<file path="src/rci_pkg.sv">
// package: register map, reset tables and state layout of the reset-cause block
package rci_pkg;
  localparam int NREG = 25;
  localparam int AXI_AW = 8;
  localparam int PC_W = 21;
  localparam int PTR_W = 5;

  // register indices; byte address is index times four
  localparam logic [4:0] IX_RSTAT = 5'h00;
  localparam logic [4:0] IX_RSP = 5'h01;
  localparam logic [4:0] IX_TOP_U = 5'h02;
  localparam logic [4:0] IX_TOP_H = 5'h03;
  localparam logic [4:0] IX_TOP_L = 5'h04;
  localparam logic [4:0] IX_PC_LO = 5'h07;
  localparam logic [4:0] IX_IRQCTL = 5'h0C;
  localparam logic [4:0] IX_T2_PER = 5'h15;
  localparam logic [4:0] IX_PA_LAT = 5'h16;
  localparam logic [4:0] IX_PA_DIR = 5'h17;
  localparam logic [4:0] IX_PA_PIN = 5'h18;
  localparam logic [AXI_AW-1:0] ADDR_END = 8'h64;

  // per-register implemented bits, class values, kept bits, writable bits
  localparam logic [7:0] MASK [NREG] = '{8'hDF, 8'hDF, 8'h1F, 8'hFF,
    8'hFF, 8'h1F, 8'hFF, 8'hFF, 8'h3F, 8'hFF, 8'hFF, 8'hFF, 8'hFF,
    8'hFF, 8'hFF, 8'h0F, 8'hFF, 8'hFF, 8'hBF, 8'h01, 8'hFF, 8'h7F,
    8'hFF, 8'hFF, 8'hFF};
  localparam logic [7:0] POR_VAL [NREG] = '{8'h00, 8'h00, 8'h00, 8'h00,
    8'h00, 8'h00, 8'h00, 8'h00, 8'h00, 8'h00, 8'h00, 8'h00, 8'h00,
    8'hFF, 8'hC0, 8'h00, 8'hFF, 8'h40, 8'h05, 8'h00, 8'hFF, 8'h00,
    8'h00, 8'hFF, 8'h00};
  localparam logic [7:0] POR_KEEP [NREG] = '{8'h3F, 8'hC0, 8'h00, 8'h00,
    8'h00, 8'h00, 8'h00, 8'h00, 8'h00, 8'h00, 8'h00, 8'h00, 8'h01,
    8'h00, 8'h00, 8'h00, 8'h00, 8'h08, 8'h00, 8'h00, 8'h00, 8'h00,
    8'hFF, 8'h00, 8'hFF};
  localparam logic [7:0] RST_VAL [NREG] = '{8'h00, 8'h00, 8'h00, 8'h00,
    8'h00, 8'h00, 8'h00, 8'h00, 8'h00, 8'h00, 8'h00, 8'h00, 8'h00,
    8'hFF, 8'hC0, 8'h00, 8'hFF, 8'h40, 8'h05, 8'h00, 8'h00, 8'h7F,
    8'h00, 8'hFF, 8'h00};
  localparam logic [7:0] RST_KEEP [NREG] = '{8'h3F, 8'hC0, 8'h00, 8'h00,
    8'h00, 8'h00, 8'h00, 8'h00, 8'h00, 8'h00, 8'h00, 8'h00, 8'h01,
    8'h00, 8'h00, 8'h00, 8'h00, 8'h02, 8'h00, 8'h00, 8'h00, 8'h00,
    8'hFF, 8'h00, 8'hFF};
  localparam logic [7:0] WR_MASK [NREG] = '{8'hD3, 8'hDF, 8'h1F, 8'hFF,
    8'hFF, 8'h1F, 8'hFF, 8'hFF, 8'h3F, 8'hFF, 8'hFF, 8'hFF, 8'hFF,
    8'hFF, 8'hFF, 8'h0F, 8'hFF, 8'hF5, 8'hBF, 8'h01, 8'hFF, 8'h7F,
    8'hFF, 8'hFF, 8'h00};

  // status bit positions
  localparam int RC_SWBE = 6;
  localparam int RC_RIF = 4;
  localparam int RC_TOF = 3;
  localparam int RC_PDF = 2;
  localparam int RC_PONF = 1;
  localparam int RC_BOF = 0;
  localparam int SK_FUL = 7;
  localparam int SK_UNF = 6;
  localparam int IC_GEH = 7;
  localparam int IC_GEL = 6;
  localparam logic [7:0] RSTAT_PWRON = 8'h5C;
  localparam logic [7:0] T2_PER_WAKE = 8'h7F;
  localparam logic [7:0] IC_WAKE_FLAGS = 8'h07;
  localparam logic [7:0] PA_OSC_BITS = 8'hC0;

  localparam logic [PC_W-1:0] VEC_RESET = 21'h00000;
  localparam logic [PC_W-1:0] VEC_IRQ_HI = 21'h00008;
  localparam logic [PC_W-1:0] VEC_IRQ_LO = 21'h00018;
  localparam logic [PC_W-1:0] PC_STEP = 21'h00002;
  localparam logic [1:0] RESP_OKAY = 2'h0;
  localparam logic [1:0] RESP_SLVERR = 2'h2;

  typedef enum logic [1:0] {
    MODE_FULL = 2'b00,
    MODE_RUN = 2'b01,
    MODE_IDLE = 2'b10,
    MODE_SLEEP = 2'b11
  } rci_mode_e;

  typedef enum logic [1:0] {
    BORCFG_OFF = 2'b00,
    BORCFG_SW = 2'b01,
    BORCFG_NOSLEEP = 2'b10,
    BORCFG_HW = 2'b11
  } rci_borcfg_e;

  typedef enum logic [1:0] {
    CLS_NONE = 2'b00,
    CLS_POR = 2'b01,
    CLS_RST = 2'b10,
    CLS_WAKE = 2'b11
  } rci_class_e;

  typedef struct packed {
    logic [NREG-1:0][7:0] regs;
    logic [PC_W-1:0] pc_target;
    logic pc_load;
    logic core_reset;
    logic bo_on;
    logic pin_s1;
    logic pin_s2;
    logic pin_prev;
    logic [7:0] pa_s1;
    logic [7:0] pa_s2;
    logic aw_full;
    logic [AXI_AW-1:0] aw_addr;
    logic w_full;
    logic [7:0] w_data;
    logic w_strb;
    logic bvalid;
    logic [1:0] bresp;
    logic rvalid;
    logic [31:0] rdata;
    logic [1:0] rresp;
  } rci_state_s;
endpackage

</file>
<file path="src/rci_reset_cause.sv">
// reset-cause recorder and per-class register initialisation
`timescale 1ns/1ps
`default_nettype none
module rci_reset_cause (
  input wire logic sys_clk,
  input wire logic srst,
  input wire logic [7:0] s_axi_awaddr,
  input wire logic s_axi_awvalid,
  output logic s_axi_awready,
  input wire logic [31:0] s_axi_wdata,
  input wire logic [3:0] s_axi_wstrb,
  input wire logic s_axi_wvalid,
  output logic s_axi_wready,
  output logic [1:0] s_axi_bresp,
  output logic s_axi_bvalid,
  input wire logic s_axi_bready,
  input wire logic [7:0] s_axi_araddr,
  input wire logic s_axi_arvalid,
  output logic s_axi_arready,
  output logic [31:0] s_axi_rdata,
  output logic [1:0] s_axi_rresp,
  output logic s_axi_rvalid,
  input wire logic s_axi_rready,
  input wire logic power_on_evt,
  input wire logic brownout_evt,
  input wire logic master_clear_pin_n,
  input wire logic reset_instr_evt,
  input wire logic wdog_timeout_evt,
  input wire logic stack_overflow_evt,
  input wire logic stack_underflow_evt,
  input wire logic irq_wake_evt,
  input wire logic irq_wake_low,
  input wire logic [7:0] irq_wake_flags,
  input wire logic [1:0] pm_mode,
  input wire logic [20:0] cur_pc,
  input wire logic [1:0] brownout_enable_config,
  input wire logic stack_overflow_reset_enable,
  input wire logic gpio_bank_a_pins_free,
  input wire logic [7:0] gpio_bank_a_pin,
  output logic core_reset,
  output logic pc_load,
  output logic [20:0] pc_target,
  output logic brownout_active,
  output logic [7:0] gpio_bank_a_lat,
  output logic [7:0] gpio_bank_a_dir
);

  rci_pkg::rci_state_s s_q;
  rci_pkg::rci_state_s s_d;
  logic [7:0] pa_mask;
  logic sw_bo_mode;

  // port A high bits vanish unless the oscillator frees them
  assign pa_mask = gpio_bank_a_pins_free ? 8'hFF : ~rci_pkg::PA_OSC_BITS;
  assign sw_bo_mode = (brownout_enable_config == rci_pkg::BORCFG_SW);

  // bus handshakes
  assign s_axi_awready = ~s_q.aw_full & ~s_q.bvalid;
  assign s_axi_wready = ~s_q.w_full & ~s_q.bvalid;
  assign s_axi_arready = ~s_q.rvalid;
  assign s_axi_bvalid = s_q.bvalid;
  assign s_axi_bresp = s_q.bresp;
  assign s_axi_rvalid = s_q.rvalid;
  assign s_axi_rdata = s_q.rdata;
  assign s_axi_rresp = s_q.rresp;

  // block outputs
  assign core_reset = s_q.core_reset;
  assign pc_load = s_q.pc_load;
  assign pc_target = s_q.pc_target;
  assign brownout_active = s_q.bo_on;
  assign gpio_bank_a_lat = s_q.regs[rci_pkg::IX_PA_LAT] & pa_mask;
  assign gpio_bank_a_dir = s_q.regs[rci_pkg::IX_PA_DIR] & pa_mask;

  // next-state logic
  always_comb
  begin
    logic [4:0] rix;
    logic [4:0] wix;
    logic [7:0] rd;
    logic [7:0] wm;
    logic idle_sleep;
    logic pin_evt;
    logic sbor_keep;
    logic gie_any;
    logic [1:0] cls;
    rix = s_axi_araddr[6:2];
    wix = s_q.aw_addr[6:2];
    rd = 8'h00;
    wm = 8'h00;
    idle_sleep = (pm_mode == rci_pkg::MODE_IDLE) ||
                 (pm_mode == rci_pkg::MODE_SLEEP);
    pin_evt = s_q.pin_prev & ~s_q.pin_s2;
    sbor_keep = sw_bo_mode & s_q.regs[rci_pkg::IX_RSTAT][rci_pkg::RC_SWBE];
    gie_any = s_q.regs[rci_pkg::IX_IRQCTL][rci_pkg::IC_GEH] |
              s_q.regs[rci_pkg::IX_IRQCTL][rci_pkg::IC_GEL];
    cls = rci_pkg::CLS_NONE;
    s_d = s_q;
    s_d.pc_load = 1'b0;
    s_d.core_reset = 1'b0;

    // two-stage synchronisers for the pins
    s_d.pin_s1 = master_clear_pin_n;
    s_d.pin_s2 = s_q.pin_s1;
    s_d.pin_prev = s_q.pin_s2;
    s_d.pa_s1 = gpio_bank_a_pin;
    s_d.pa_s2 = s_q.pa_s1;

    // brown-out detector enable per configuration
    s_d.bo_on = (brownout_enable_config != rci_pkg::BORCFG_OFF) &&
      (!sw_bo_mode || s_q.regs[rci_pkg::IX_RSTAT][rci_pkg::RC_SWBE]) &&
      !((brownout_enable_config == rci_pkg::BORCFG_NOSLEEP) &&
        (pm_mode == rci_pkg::MODE_SLEEP));

    // read channel
    if (s_axi_arvalid && !s_q.rvalid)
    begin
      s_d.rvalid = 1'b1;
      s_d.rresp = rci_pkg::RESP_OKAY;
      if (s_axi_araddr >= rci_pkg::ADDR_END)
      begin
        s_d.rresp = rci_pkg::RESP_SLVERR;
      end
      else if (rix == rci_pkg::IX_PA_PIN)
      begin
        rd = s_q.pa_s2 & pa_mask;
      end
      else
      begin
        rd = s_q.regs[rix] & rci_pkg::MASK[rix];
        if (rix == rci_pkg::IX_PA_LAT || rix == rci_pkg::IX_PA_DIR)
        begin
          rd = rd & pa_mask;
        end
        if (rix == rci_pkg::IX_RSTAT && !sw_bo_mode)
        begin
          rd[rci_pkg::RC_SWBE] = 1'b0;
        end
      end
      s_d.rdata = {24'h000000, rd};
    end
    else if (s_q.rvalid && s_axi_rready)
    begin
      s_d.rvalid = 1'b0;
    end

    // write address and data taken in either order
    if (s_axi_awvalid && !s_q.aw_full && !s_q.bvalid)
    begin
      s_d.aw_full = 1'b1;
      s_d.aw_addr = s_axi_awaddr;
    end
    if (s_axi_wvalid && !s_q.w_full && !s_q.bvalid)
    begin
      s_d.w_full = 1'b1;
      s_d.w_data = s_axi_wdata[7:0];
      s_d.w_strb = s_axi_wstrb[0];
    end
    if (s_q.aw_full && s_q.w_full && !s_q.bvalid)
    begin
      s_d.aw_full = 1'b0;
      s_d.w_full = 1'b0;
      s_d.bvalid = 1'b1;
      s_d.bresp = rci_pkg::RESP_OKAY;
      if (s_q.aw_addr >= rci_pkg::ADDR_END)
      begin
        s_d.bresp = rci_pkg::RESP_SLVERR;
      end
      else if (s_q.w_strb)
      begin
        if (wix == rci_pkg::IX_PA_PIN)
        begin
          wix = rci_pkg::IX_PA_LAT; // port writes land in the latch
        end
        wm = rci_pkg::WR_MASK[wix];
        if (wix == rci_pkg::IX_PA_LAT || wix == rci_pkg::IX_PA_DIR)
        begin
          wm = wm & pa_mask;
        end
        if (wix == rci_pkg::IX_RSTAT && !sw_bo_mode)
        begin
          wm[rci_pkg::RC_SWBE] = 1'b0;
        end
        // software may set the power-on flag back to one
        s_d.regs[wix] = (s_q.regs[wix] & ~wm) | (s_q.w_data & wm);
      end
    end
    else if (s_q.bvalid && s_axi_bready)
    begin
      s_d.bvalid = 1'b0;
    end

    // event decode, highest-ranking source wins
    if (power_on_evt)
    begin
      cls = rci_pkg::CLS_POR;
    end
    else if (brownout_evt && s_q.bo_on)
    begin
      cls = rci_pkg::CLS_POR;
    end
    else if (pin_evt || (wdog_timeout_evt && !idle_sleep) ||
             reset_instr_evt ||
             (stack_overflow_evt && stack_overflow_reset_enable) ||
             (stack_underflow_evt && stack_overflow_reset_enable))
    begin
      cls = rci_pkg::CLS_RST;
    end
    else if ((wdog_timeout_evt && idle_sleep) ||
             (irq_wake_evt && pm_mode != rci_pkg::MODE_FULL))
    begin
      cls = rci_pkg::CLS_WAKE;
    end

    // class initialisation; kept bits have no defined reset state
    for (int i = 0; i < rci_pkg::NREG; i++)
    begin
      if (cls == rci_pkg::CLS_POR)
      begin
        s_d.regs[i] = (s_d.regs[i] & rci_pkg::POR_KEEP[i]) |
                      (rci_pkg::POR_VAL[i] & ~rci_pkg::POR_KEEP[i]);
      end
      else if (cls == rci_pkg::CLS_RST)
      begin
        s_d.regs[i] = (s_d.regs[i] & rci_pkg::RST_KEEP[i]) |
                      (rci_pkg::RST_VAL[i] & ~rci_pkg::RST_KEEP[i]);
      end
    end

    // true resets restart at the reset vector
    if (cls == rci_pkg::CLS_POR || cls == rci_pkg::CLS_RST)
    begin
      s_d.core_reset = 1'b1;
      s_d.pc_load = 1'b1;
      s_d.pc_target = rci_pkg::VEC_RESET;
    end
    if (cls != rci_pkg::CLS_NONE)
    begin
      s_d.regs[rci_pkg::IX_RSTAT][rci_pkg::RC_SWBE] =
        power_on_evt | sbor_keep;
    end

    // status flag updates per source
    if (power_on_evt)
    begin
      s_d.regs[rci_pkg::IX_RSTAT][rci_pkg::RC_RIF] = 1'b1;
      s_d.regs[rci_pkg::IX_RSTAT][rci_pkg::RC_TOF] = 1'b1;
      s_d.regs[rci_pkg::IX_RSTAT][rci_pkg::RC_PDF] = 1'b1;
      s_d.regs[rci_pkg::IX_RSTAT][rci_pkg::RC_PONF] = 1'b0;
      s_d.regs[rci_pkg::IX_RSTAT][rci_pkg::RC_BOF] = 1'b0;
      s_d.regs[rci_pkg::IX_RSP][rci_pkg::SK_FUL] = 1'b0;
      s_d.regs[rci_pkg::IX_RSP][rci_pkg::SK_UNF] = 1'b0;
    end
    else if (brownout_evt && s_q.bo_on)
    begin
      s_d.regs[rci_pkg::IX_RSTAT][rci_pkg::RC_RIF] = 1'b1;
      s_d.regs[rci_pkg::IX_RSTAT][rci_pkg::RC_TOF] = 1'b1;
      s_d.regs[rci_pkg::IX_RSTAT][rci_pkg::RC_PDF] = 1'b1;
      s_d.regs[rci_pkg::IX_RSTAT][rci_pkg::RC_BOF] = 1'b0;
    end
    else if (pin_evt)
    begin
      // full power leaves every flag alone
      if (pm_mode == rci_pkg::MODE_RUN)
      begin
        s_d.regs[rci_pkg::IX_RSTAT][rci_pkg::RC_TOF] = 1'b1;
      end
      else if (idle_sleep)
      begin
        s_d.regs[rci_pkg::IX_RSTAT][rci_pkg::RC_TOF] = 1'b1;
        s_d.regs[rci_pkg::IX_RSTAT][rci_pkg::RC_PDF] = 1'b0;
      end
    end
    else if (wdog_timeout_evt && !idle_sleep)
    begin
      s_d.regs[rci_pkg::IX_RSTAT][rci_pkg::RC_TOF] = 1'b0;
    end
    else if (reset_instr_evt)
    begin
      s_d.regs[rci_pkg::IX_RSTAT][rci_pkg::RC_RIF] = 1'b0;
    end
    else if (stack_overflow_evt && stack_overflow_reset_enable)
    begin
      s_d.regs[rci_pkg::IX_RSP][rci_pkg::SK_FUL] = 1'b1;
    end
    else if (stack_underflow_evt && stack_overflow_reset_enable)
    begin
      s_d.regs[rci_pkg::IX_RSP][rci_pkg::SK_UNF] = 1'b1;
    end
    else if (stack_underflow_evt)
    begin
      // error only: PC shows the reset vector, core keeps running
      s_d.regs[rci_pkg::IX_RSP][rci_pkg::SK_UNF] = 1'b1;
      s_d.pc_load = 1'b1;
      s_d.pc_target = rci_pkg::VEC_RESET;
    end
    else if (stack_overflow_evt)
    begin
      s_d.regs[rci_pkg::IX_RSP][rci_pkg::SK_FUL] = 1'b1;
    end
    else if (wdog_timeout_evt && idle_sleep)
    begin
      s_d.regs[rci_pkg::IX_RSTAT][rci_pkg::RC_TOF] = 1'b0;
      s_d.regs[rci_pkg::IX_RSTAT][rci_pkg::RC_PDF] = 1'b0;
      s_d.pc_load = 1'b1;
      s_d.pc_target = cur_pc + rci_pkg::PC_STEP;
    end
    else if (cls == rci_pkg::CLS_WAKE)
    begin
      s_d.regs[rci_pkg::IX_RSTAT][rci_pkg::RC_PDF] = 1'b0;
      s_d.regs[rci_pkg::IX_IRQCTL] = s_d.regs[rci_pkg::IX_IRQCTL] |
        (irq_wake_flags & rci_pkg::IC_WAKE_FLAGS);
      s_d.pc_load = 1'b1;
      s_d.pc_target = cur_pc + rci_pkg::PC_STEP;
      if (gie_any)
      begin
        s_d.pc_target = irq_wake_low ? rci_pkg::VEC_IRQ_LO :
                        rci_pkg::VEC_IRQ_HI;
        s_d.regs[rci_pkg::IX_TOP_U] = {3'h0, cur_pc[20:16]};
        s_d.regs[rci_pkg::IX_TOP_H] = cur_pc[15:8];
        s_d.regs[rci_pkg::IX_TOP_L] = cur_pc[7:0];
        s_d.regs[rci_pkg::IX_RSP][rci_pkg::PTR_W-1:0] =
          s_q.regs[rci_pkg::IX_RSP][rci_pkg::PTR_W-1:0] + 5'h01;
      end
    end

    // wake class value for the period register, low PC byte mirror
    if (cls == rci_pkg::CLS_WAKE)
    begin
      s_d.regs[rci_pkg::IX_T2_PER] = rci_pkg::T2_PER_WAKE;
    end
    if (s_d.pc_load)
    begin
      s_d.regs[rci_pkg::IX_PC_LO] = s_d.pc_target[7:0];
    end

    // synchronous reset loads the power-on register values, without a core_reset or pc_load pulse
    if (srst)
    begin
      s_d = '0;
      for (int i = 0; i < rci_pkg::NREG; i++)
      begin
        s_d.regs[i] = rci_pkg::POR_VAL[i];
      end
      s_d.regs[rci_pkg::IX_RSTAT] = rci_pkg::RSTAT_PWRON;
    end
  end

  // state register
  always_ff @(posedge sys_clk)
  begin
    s_q <= s_d;
  end

endmodule
`default_nettype wire
</file>
<file path="config.mk">
export PLATFORM = sky130hd
export DESIGN_NAME = rci_reset_cause
export DESIGN_NICKNAME = d
export VERILOG_FILES = /design/src/rci_pkg.sv /design/src/rci_reset_cause.sv
export SDC_FILE = /design/constraint.sdc
export NUM_CORES = 1
export LEC_CHECK = 0
export ABC_AREA = 0
export BUFFER_PORTS_ARGS = -buffer_cell sky130_fd_sc_hd__buf_2
export CORE_MARGIN = 2
export CORE_UTILIZATION = 53
export DETAILED_ROUTE_END_ITERATION = 10
export MAX_ROUTING_LAYER = met4
export PLACE_DENSITY = 0.86
export SLEW_MARGIN = 20
export SYNTH_ARGS = -nofsm -noshare
export SYNTH_HDL_FRONTEND = slang
export SYNTH_SLANG_ARGS = --single-unit
export TNS_END_PERCENT = 30
</file>
<file path="constraint.sdc">
create_clock -name sys_clk -period 3.03 [get_ports sys_clk]
set_input_delay 0.606 -clock sys_clk [delete_from_list [all_inputs] [get_ports sys_clk]]
set_output_delay 0.606 -clock sys_clk [all_outputs]
set_load 0.01 [all_outputs]
</file>
Yosys cells after proc, flatten, opt, wreduce, memory -nomap -nowiden
Memory sizes are Yosys's and may differ from the RTL's.
Cells that the tools add are included.
{"block": "totals", "register_bits": 276, "rom_bits": 512, "in_bits": 111, "output_inout_bits": 81, "wordCells": 305, "memories": 2}
{"block": "op_classes", "add_sub_neg": 2, "magnitude_cmp": 7, "n_eq_ne": 18, "mux": 134, "bitwise_logic": 25, "reduce_logical": 64}
{"memory": "(no name shown)", "depth": 32, "width": 8, "rd": 1, "rd_ports_with_merged_regs": 0, "write_ports": 0, "line_no": "rci_reset_cause.sv:175", "rtl": "wm = rci_pkg::WR_MASK[wix];"}
{"memory": "(no name shown)", "depth": 32, "width": 8, "rd": 1, "rd_ports_with_merged_regs": 0, "write_ports": 0, "line_no": "rci_reset_cause.sv:130", "rtl": "rd = s_q.regs[rix] & rci_pkg::MASK[rix];"}
{"cell": "2-to-1 mux 175 bit", "n": 3}
{"cell": "2-to-1 mux 8 bit", "n": 38}
{"cell": "2-to-1 mux 22 bit", "n": 11}
{"cell": "bitwise mux 200 bit", "n": 1}
{"cell": "2-to-1 mux 24 bit", "n": 6}
{"cell": "2-to-1 mux 26 bit", "n": 4}
{"cell": "2-to-1 mux 5 bit", "n": 19}
{"cell": "binary-select mux 8 bit (select 5 bit)", "n": 2}
{"cell": "bitwise AND 8 bit", "n": 8}
{"cell": "2-to-1 mux 25 bit", "n": 2}
{"cell": "demux 8 bit (select 5 bit)", "n": 1}
{"cell": "2-to-1 mux 7 bit", "n": 5}
{"cell": "== test 5 bit, second input constant", "n": 6}
{"cell": "2-to-1 mux 2 bit", "n": 13}
{"cell": "2-to-1 mux 1 bit", "n": 25}
{"cell": "nonzero test 4 bit", "n": 6}
{"cell": "2-to-1 mux 23 bit", "n": 1}
{"cell": "adder 21 x 2 -> 21 bit, second input constant", "n": 1}
{"cell": "logical AND 1 bit", "n": 21}
{"cell": "2-to-1 mux 21 bit", "n": 1}
{"cell": "greater-or-equal comparator 8 x 7 -> 1 bit, second input constant", "n": 2}
{"cell": "AND reduction 3 bit", "n": 5}
{"cell": "nonzero test 2 bit", "n": 7}
{"cell": "greater-or-equal comparator 6 bit, second input constant", "n": 2}
{"cell": "other kinds (21)", "n": 60}

Depth between registers and ports, before layout
{"block": "logic_depth", "depth_word": 39, "mapped_depth": 14, "mapped_depth_nobuf": 11}

Least setup slack after synthesis
OpenSTA, ideal clock, no wires.
{"block": "synth_path", "kind": "input-to-reg", "startpoint": "in stack_underflow_evt", "endpoint": "reg s_q[110] (netlist name)", "setup_time_ns": 0.074, "arrival_time_ns": 3.175, "required_ns": 2.956, "setup_slack_ns": -0.219, "path_stages": 14, "path_buffers": 3, "cell_sequence": "clkbuf_1 > o21ai_1 > nand4_1 > o21ai_0 > inv_1 > ha_1 > inv_1 > or2_0 > clkbuf_1 > nor2_1 > nor3_1 > buf_2 > nand3_1 > a31oi_1"}
{"block": "synth_via", "elab_chain_len": 20, "word_cells_on_any_way": 22, "classes_between": "eq/ne (3); mux (17); reduce/logical (2)"}
{"element": "start: declaration", "line_no": "rci_reset_cause.sv:30", "rtl": "input wire logic stack_underflow_evt,"}
{"element": "logical AND 1 bit", "line_no": "rci_reset_cause.sv:205, rci_reset_cause.sv:286"}
{"element": "logical OR 1 bit", "line_no": "rci_reset_cause.sv:204", "rtl": "(stack_overflow_evt && stack_overflow_reset_enable) ||"}
{"element": "2-to-1 mux 2 bit", "line_no": "rci_reset_cause.sv:202", "rtl": "else if (pin_evt || (wdog_timeout_evt && !idle_sleep) ||"}
{"element": "2-to-1 mux 2 bit", "line_no": "rci_reset_cause.sv:198", "rtl": "else if (brownout_evt && s_q.bo_on)"}
{"element": "2-to-1 mux 2 bit", "line_no": "rci_reset_cause.sv:194", "rtl": "if (power_on_evt)"}
{"element": "== test 2 bit", "line_no": "rci_reset_cause.sv:223", "rtl": "else if (cls == rci_pkg::CLS_RST)"}
{"element": "2-to-1 mux 5 bit", "line_no": "rci_reset_cause.sv:223"}
{"element": "2-to-1 mux 5 bit", "line_no": "rci_reset_cause.sv:218", "rtl": "if (cls == rci_pkg::CLS_POR)"}
{"element": "[4 not listed]"}
{"element": "2-to-1 mux 5 bit", "line_no": "rci_reset_cause.sv:290", "rtl": "else if (stack_underflow_evt)"}
{"element": "2-to-1 mux 5 bit", "line_no": "rci_reset_cause.sv:286", "rtl": "else if (stack_underflow_evt && stack_overflow_reset_enable)"}
{"element": "2-to-1 mux 5 bit", "line_no": "rci_reset_cause.sv:282", "rtl": "else if (stack_overflow_evt && stack_overflow_reset_enable)"}
{"element": "2-to-1 mux 5 bit", "line_no": "rci_reset_cause.sv:278", "rtl": "else if (reset_instr_evt)"}
{"element": "2-to-1 mux 5 bit", "line_no": "rci_reset_cause.sv:274", "rtl": "else if (wdog_timeout_evt && !idle_sleep)"}
{"element": "2-to-1 mux 5 bit", "line_no": "rci_reset_cause.sv:261", "rtl": "else if (pin_evt)"}
{"element": "2-to-1 mux 5 bit", "line_no": "rci_reset_cause.sv:254", "rtl": "else if (brownout_evt && s_q.bo_on)"}
{"element": "2-to-1 mux 5 bit (*)", "line_no": "rci_reset_cause.sv:244", "rtl": "if (power_on_evt)"}
{"element": "end signal: assignment", "line_no": "rci_reset_cause.sv:352", "rtl": "s_q <= s_d;"}
{"element": "end: declaration", "line_no": "rci_reset_cause.sv:48", "rtl": "rci_pkg::rci_state_s s_q;"}
Every way passes the cells marked *; elsewhere a longest branch is shown, timed or not.
A chain may end at the register's enable or synchronous reset.

Worst setup path in the final report
{"block": "layout_path", "startpoint": "reg s_q[74] (netlist name)", "endpoint": "reg s_q[161] (netlist name)"}
{"block": "layout_via", "elab_chain_len": 25, "word_cells_on_any_way": 32, "classes_between": "eq/ne (4); mux (18); bitwise (2); reduce/logical (8)"}
{"element": "inverter 1 bit (*)", "line_no": "rci_reset_cause.sv:93", "rtl": "pin_evt = s_q.pin_prev & ~s_q.pin_s2;"}
{"element": "bitwise AND 1 bit (*)", "line_no": "rci_reset_cause.sv:93"}
{"element": "logical OR 1 bit (2 in series)", "line_no": "rci_reset_cause.sv:202"}
{"element": "logical OR 1 bit", "line_no": "rci_reset_cause.sv:203", "rtl": "reset_instr_evt ||"}
{"element": "logical OR 1 bit", "line_no": "rci_reset_cause.sv:204"}
{"element": "2-to-1 mux 2 bit", "line_no": "rci_reset_cause.sv:202"}
{"element": "2-to-1 mux 2 bit", "line_no": "rci_reset_cause.sv:198"}
{"element": "2-to-1 mux 2 bit", "line_no": "rci_reset_cause.sv:194"}
{"element": "[8 not listed]"}
{"element": "2-to-1 mux 22 bit", "line_no": "rci_reset_cause.sv:282"}
{"element": "2-to-1 mux 22 bit", "line_no": "rci_reset_cause.sv:278"}
{"element": "2-to-1 mux 22 bit", "line_no": "rci_reset_cause.sv:274"}
{"element": "2-to-1 mux 22 bit", "line_no": "rci_reset_cause.sv:261"}
{"element": "2-to-1 mux 22 bit", "line_no": "rci_reset_cause.sv:254"}
{"element": "2-to-1 mux 22 bit", "line_no": "rci_reset_cause.sv:244"}
{"element": "!= test 4 x 1 -> 1 bit (no line) / nonzero test 4 bit (equally long branches)"}
{"element": "AND reduction 3 bit (no line)"}
Marks and branches as above.

==> impl_metrics.yaml <==
logic_synthesis:
  synth_compound_area_frac: 0.210
  yosys.area_share.simple: 0.199
  synth_ff_type: "dfxtp_1"
  ys_warn_count: 0
  synth-xor-area-share: 0.00979
  synth_fa_ha_area_frac: 0.00612
  synthMuxAreaShare: 0.122
  avgSynthCellArea_um2: 8.67
  synth.yosys.seq_area_share: 0.368
  synth_edf_count: 0
  netlist-cell-type-count: 97
  synth_top_family_by_area: "compound AO/OA/AOI/OAI gates"
  synthArstFlopShare: 0
  yosys_register_bits: 263
  syn_area_um2: 14300
  syn_inst: 1651
sta:
  setup_ws_ns: 0.178
  post-route-min-period_ns: 2.85
  hold_viol: 0
  final.period_utilization: 0.941
  rsz0062_at_grt: "no"
  finalSetupViolCount: 0
  slew_viol_final: 0
  max_freq_mhz: 351
  hold_ws_ns: 0.231
  tightest_slew_ns: 1.19
  fin_worst_skew_ns: 0.0120
  slew_headroom: 0.204
global_routing:
  grt_pass1_vias: 13500
  grt_pass1_wl_um: 80200
  grtUsageTotal: 0.377
  grt_max_degree: 61
  overflow: 0
  antenna_found_initial: 1
cts:
  cts_max_path_buffers: 3
  clock_latency_ns: 0.58
  cts_hold_buf: 0
  cts_buffers: 29
  cts_setup_buffers: 0
  tritoncts: "done"
  path_clk_slew_ns: 0.07
  clock-sinks: 263
  cts_root_buf: "clkbuf_16"
  h-tree-depth: 1
detailed_routing:
  drt_iter0_markers: 1776
  postRouteWirelength_um: 52600
  dr.pass1.iters: 6
  drc: 0
  antenna_left: 0
  viasPerCell: 6.64
  vias: 14300
  wl_per_cell_um: 24.4
die:
  initial_core_util: 0.536
  die_width_um: 168
  num_io_pins: 192
  die_h_um: 168
  die-area_um2: 28300
  coreArea_um2: 26700
  rows: 60
placement:
  dp_slack_ns: -0.188
  gp_congestion: 1.02
  io_buffers: 129
  dpl.hpwl_um: 38500
status:
  status: "complete, no violations"
cells_and_area:
  area_delta_synth_final_pct: 16.0
  drive_gt1_frac: 0.237
  nets: 1911
  final.fill_count: 2232
  layout_common_cells: "262 x dfxtp_1, 150 x nor2_1, 142 x nand2_1, 142 x buf_4, 136 x a21oi_1"
  layout_commonest_cell: "dfxtp_1"
setup_path:
  cp-start-kind: "flip-flop"
  path_class: "reg -> reg"
  crit_required_ns: 3.54
  cp-startpoint: "s_q[74]"
  cp.arrival_ns: 3.36
  crit_path_end_kind: "flip-flop"
  path_max_fanout: 5
  r2r-start: "s_q[74]"
power_and_ir_drop:
  finalPower_uw: 8550
  ir_drop_mv: 0.454
  leakagePower_uw: 0.00653
  power_density_nw_per_um2: 515
worst_hold_path:
  holdCritStartpoint: "s_axi_rready"
  hp-class: "in -> reg"
job:
  cap_viol_max_count: 0
through the flow:
| step | TNS (ns) | instances | area [um^2] | util |
|---|---|---|---|---|
| after detailed placement | -1.87 | 2103 | 15600 | 0.585 |
| after floorplan | 0 | 1676 | 14400 | - |
| after global placement | -0.436 | 2103 | 15600 | 0.585 |
| after CTS | 0 | 2157 | 16600 | 0.620 |
| final | 0 | 2158 | 16600 | 0.621 |
| after global routing | 0 | 2158 | 16600 | 0.621 |
where the power goes:
| part | internal (uW) | switching, uW |
|---|---|---|
| combinational | 530 | 925 |
| sequential | 3520 | 69.5 |
| clock | 1980 | 1530 |
flip-flops by register name (all words and copies together), names as in the netlist:
signal	flops
brownout_active	1
core_reset	1
pc_load	1
pc_target	21
s_axi_bresp	1
s_axi_bvalid	1
s_axi_rdata	8
s_axi_rresp	1
s_axi_rvalid	1
s_q	227
worst max-delay path, stage by stage (launching register included):
cell       delay (ns)
dfxtp_1          0.34
nand2b_1         0.24
nand4_1          0.19
o21ai_1          0.26
inv_1            0.10
ha_2             0.24
buf_4            0.17
inv_1            0.15
nor2_1           0.11
buf_4            0.17
o311ai_0         0.42
a22oi_1          0.17
nand2_1          0.11
o2bb2ai_1        0.10
area by class of cell:
type / instances / area (um^2) / area share
Clock inverter: 14 / 120 / 0.00724
Antenna cell: 1 / 2.50 / 0.000151
Inverter: 31 / 116 / 0.00701
Timing Repair Buffer: 278 / 1880 / 0.113
Multi-Input combinational cell: 1190 / 7970 / 0.480
Sequential cell: 263 / 5270 / 0.317
Tap cell: 341 / 427 / 0.0257
Clock buffer: 40 / 817 / 0.0492
metal layers:
| metal | wire length (um) | vias to the layer above | track usage |
|---|---|---|---|
| met1 | 19900 | 6840 | 0.485 |
| met3 | 5990 | 245 | 0.0656 |
| met2 | 23400 | 1001 | 0.567 |
| met4 | 3350 | 0 | 0.207 |
| li1 | - | 6243 | - |
| met5 | 0 | - | - |
logic make-up (layout without fill, tap and decap cells):
family | after synthesis | in the layout
and+or+nand+nor | 568 | 568
DFF | 263 | 263
xor gates and xnor gates | 16 | 16
buffers and inverters | 223 | 363
other | 1 | 27
adders and majority gates | 7 | 7
muxes | 111 | 111
AOI/OAI and AO/OA | 462 | 462
path summary, 6_finish.rpt:
check,slack (ns),to,cells past startpoint
worst max register to register,0.18,s_q[161],13
worst min-delay path,0.23,s_axi_rvalid,2
worst min register to register,0.43,s_q[60],1
worst max-delay path,0.18,s_q[161],13
cells in the mapped netlist (all sizes together) (5+ instances only):
master,instances,area [um^2]
dfxtp,263,5270
nor2,158,608
nand2,144,548
a21oi,138,694
buf,135,895
o21ai,117,586
clkbuf,57,214
nand3,51,265
mux2i,50,500
mux4,49,1100
nor2b,40,250
and2,33,209
nor3,33,175
inv,31,116
a22oi,26,195
o211ai,26,195
nand4,20,131
a211oi,16,125
and3,16,100
a31oi,14,87.6
nand2b,13,81.3
or3,13,86.3
mux2,12,135
nor4,12,105
o31ai,12,109
xnor2,11,96.3
o2bb2ai,10,87.6
o22ai,9,56.3
a32oi,8,70.1
a2111oi,7,81.3
ha,7,87.6
nor3b,7,57.6
o2111ai,7,61.3
a21o,6,52.6
a22o,6,52.6
o32ai,6,52.6
a31o,5,43.8
a32o,5,50.1
o21a,5,37.5
xor2,5,43.8
what timing repair did:
action                                 4_1_cts  5_1_grt
gates resized for setup                      0        6
setup endpoints to repair                    0       20
endpoints found under the hold margin        0        0
(Power assumes the default switching activity.)
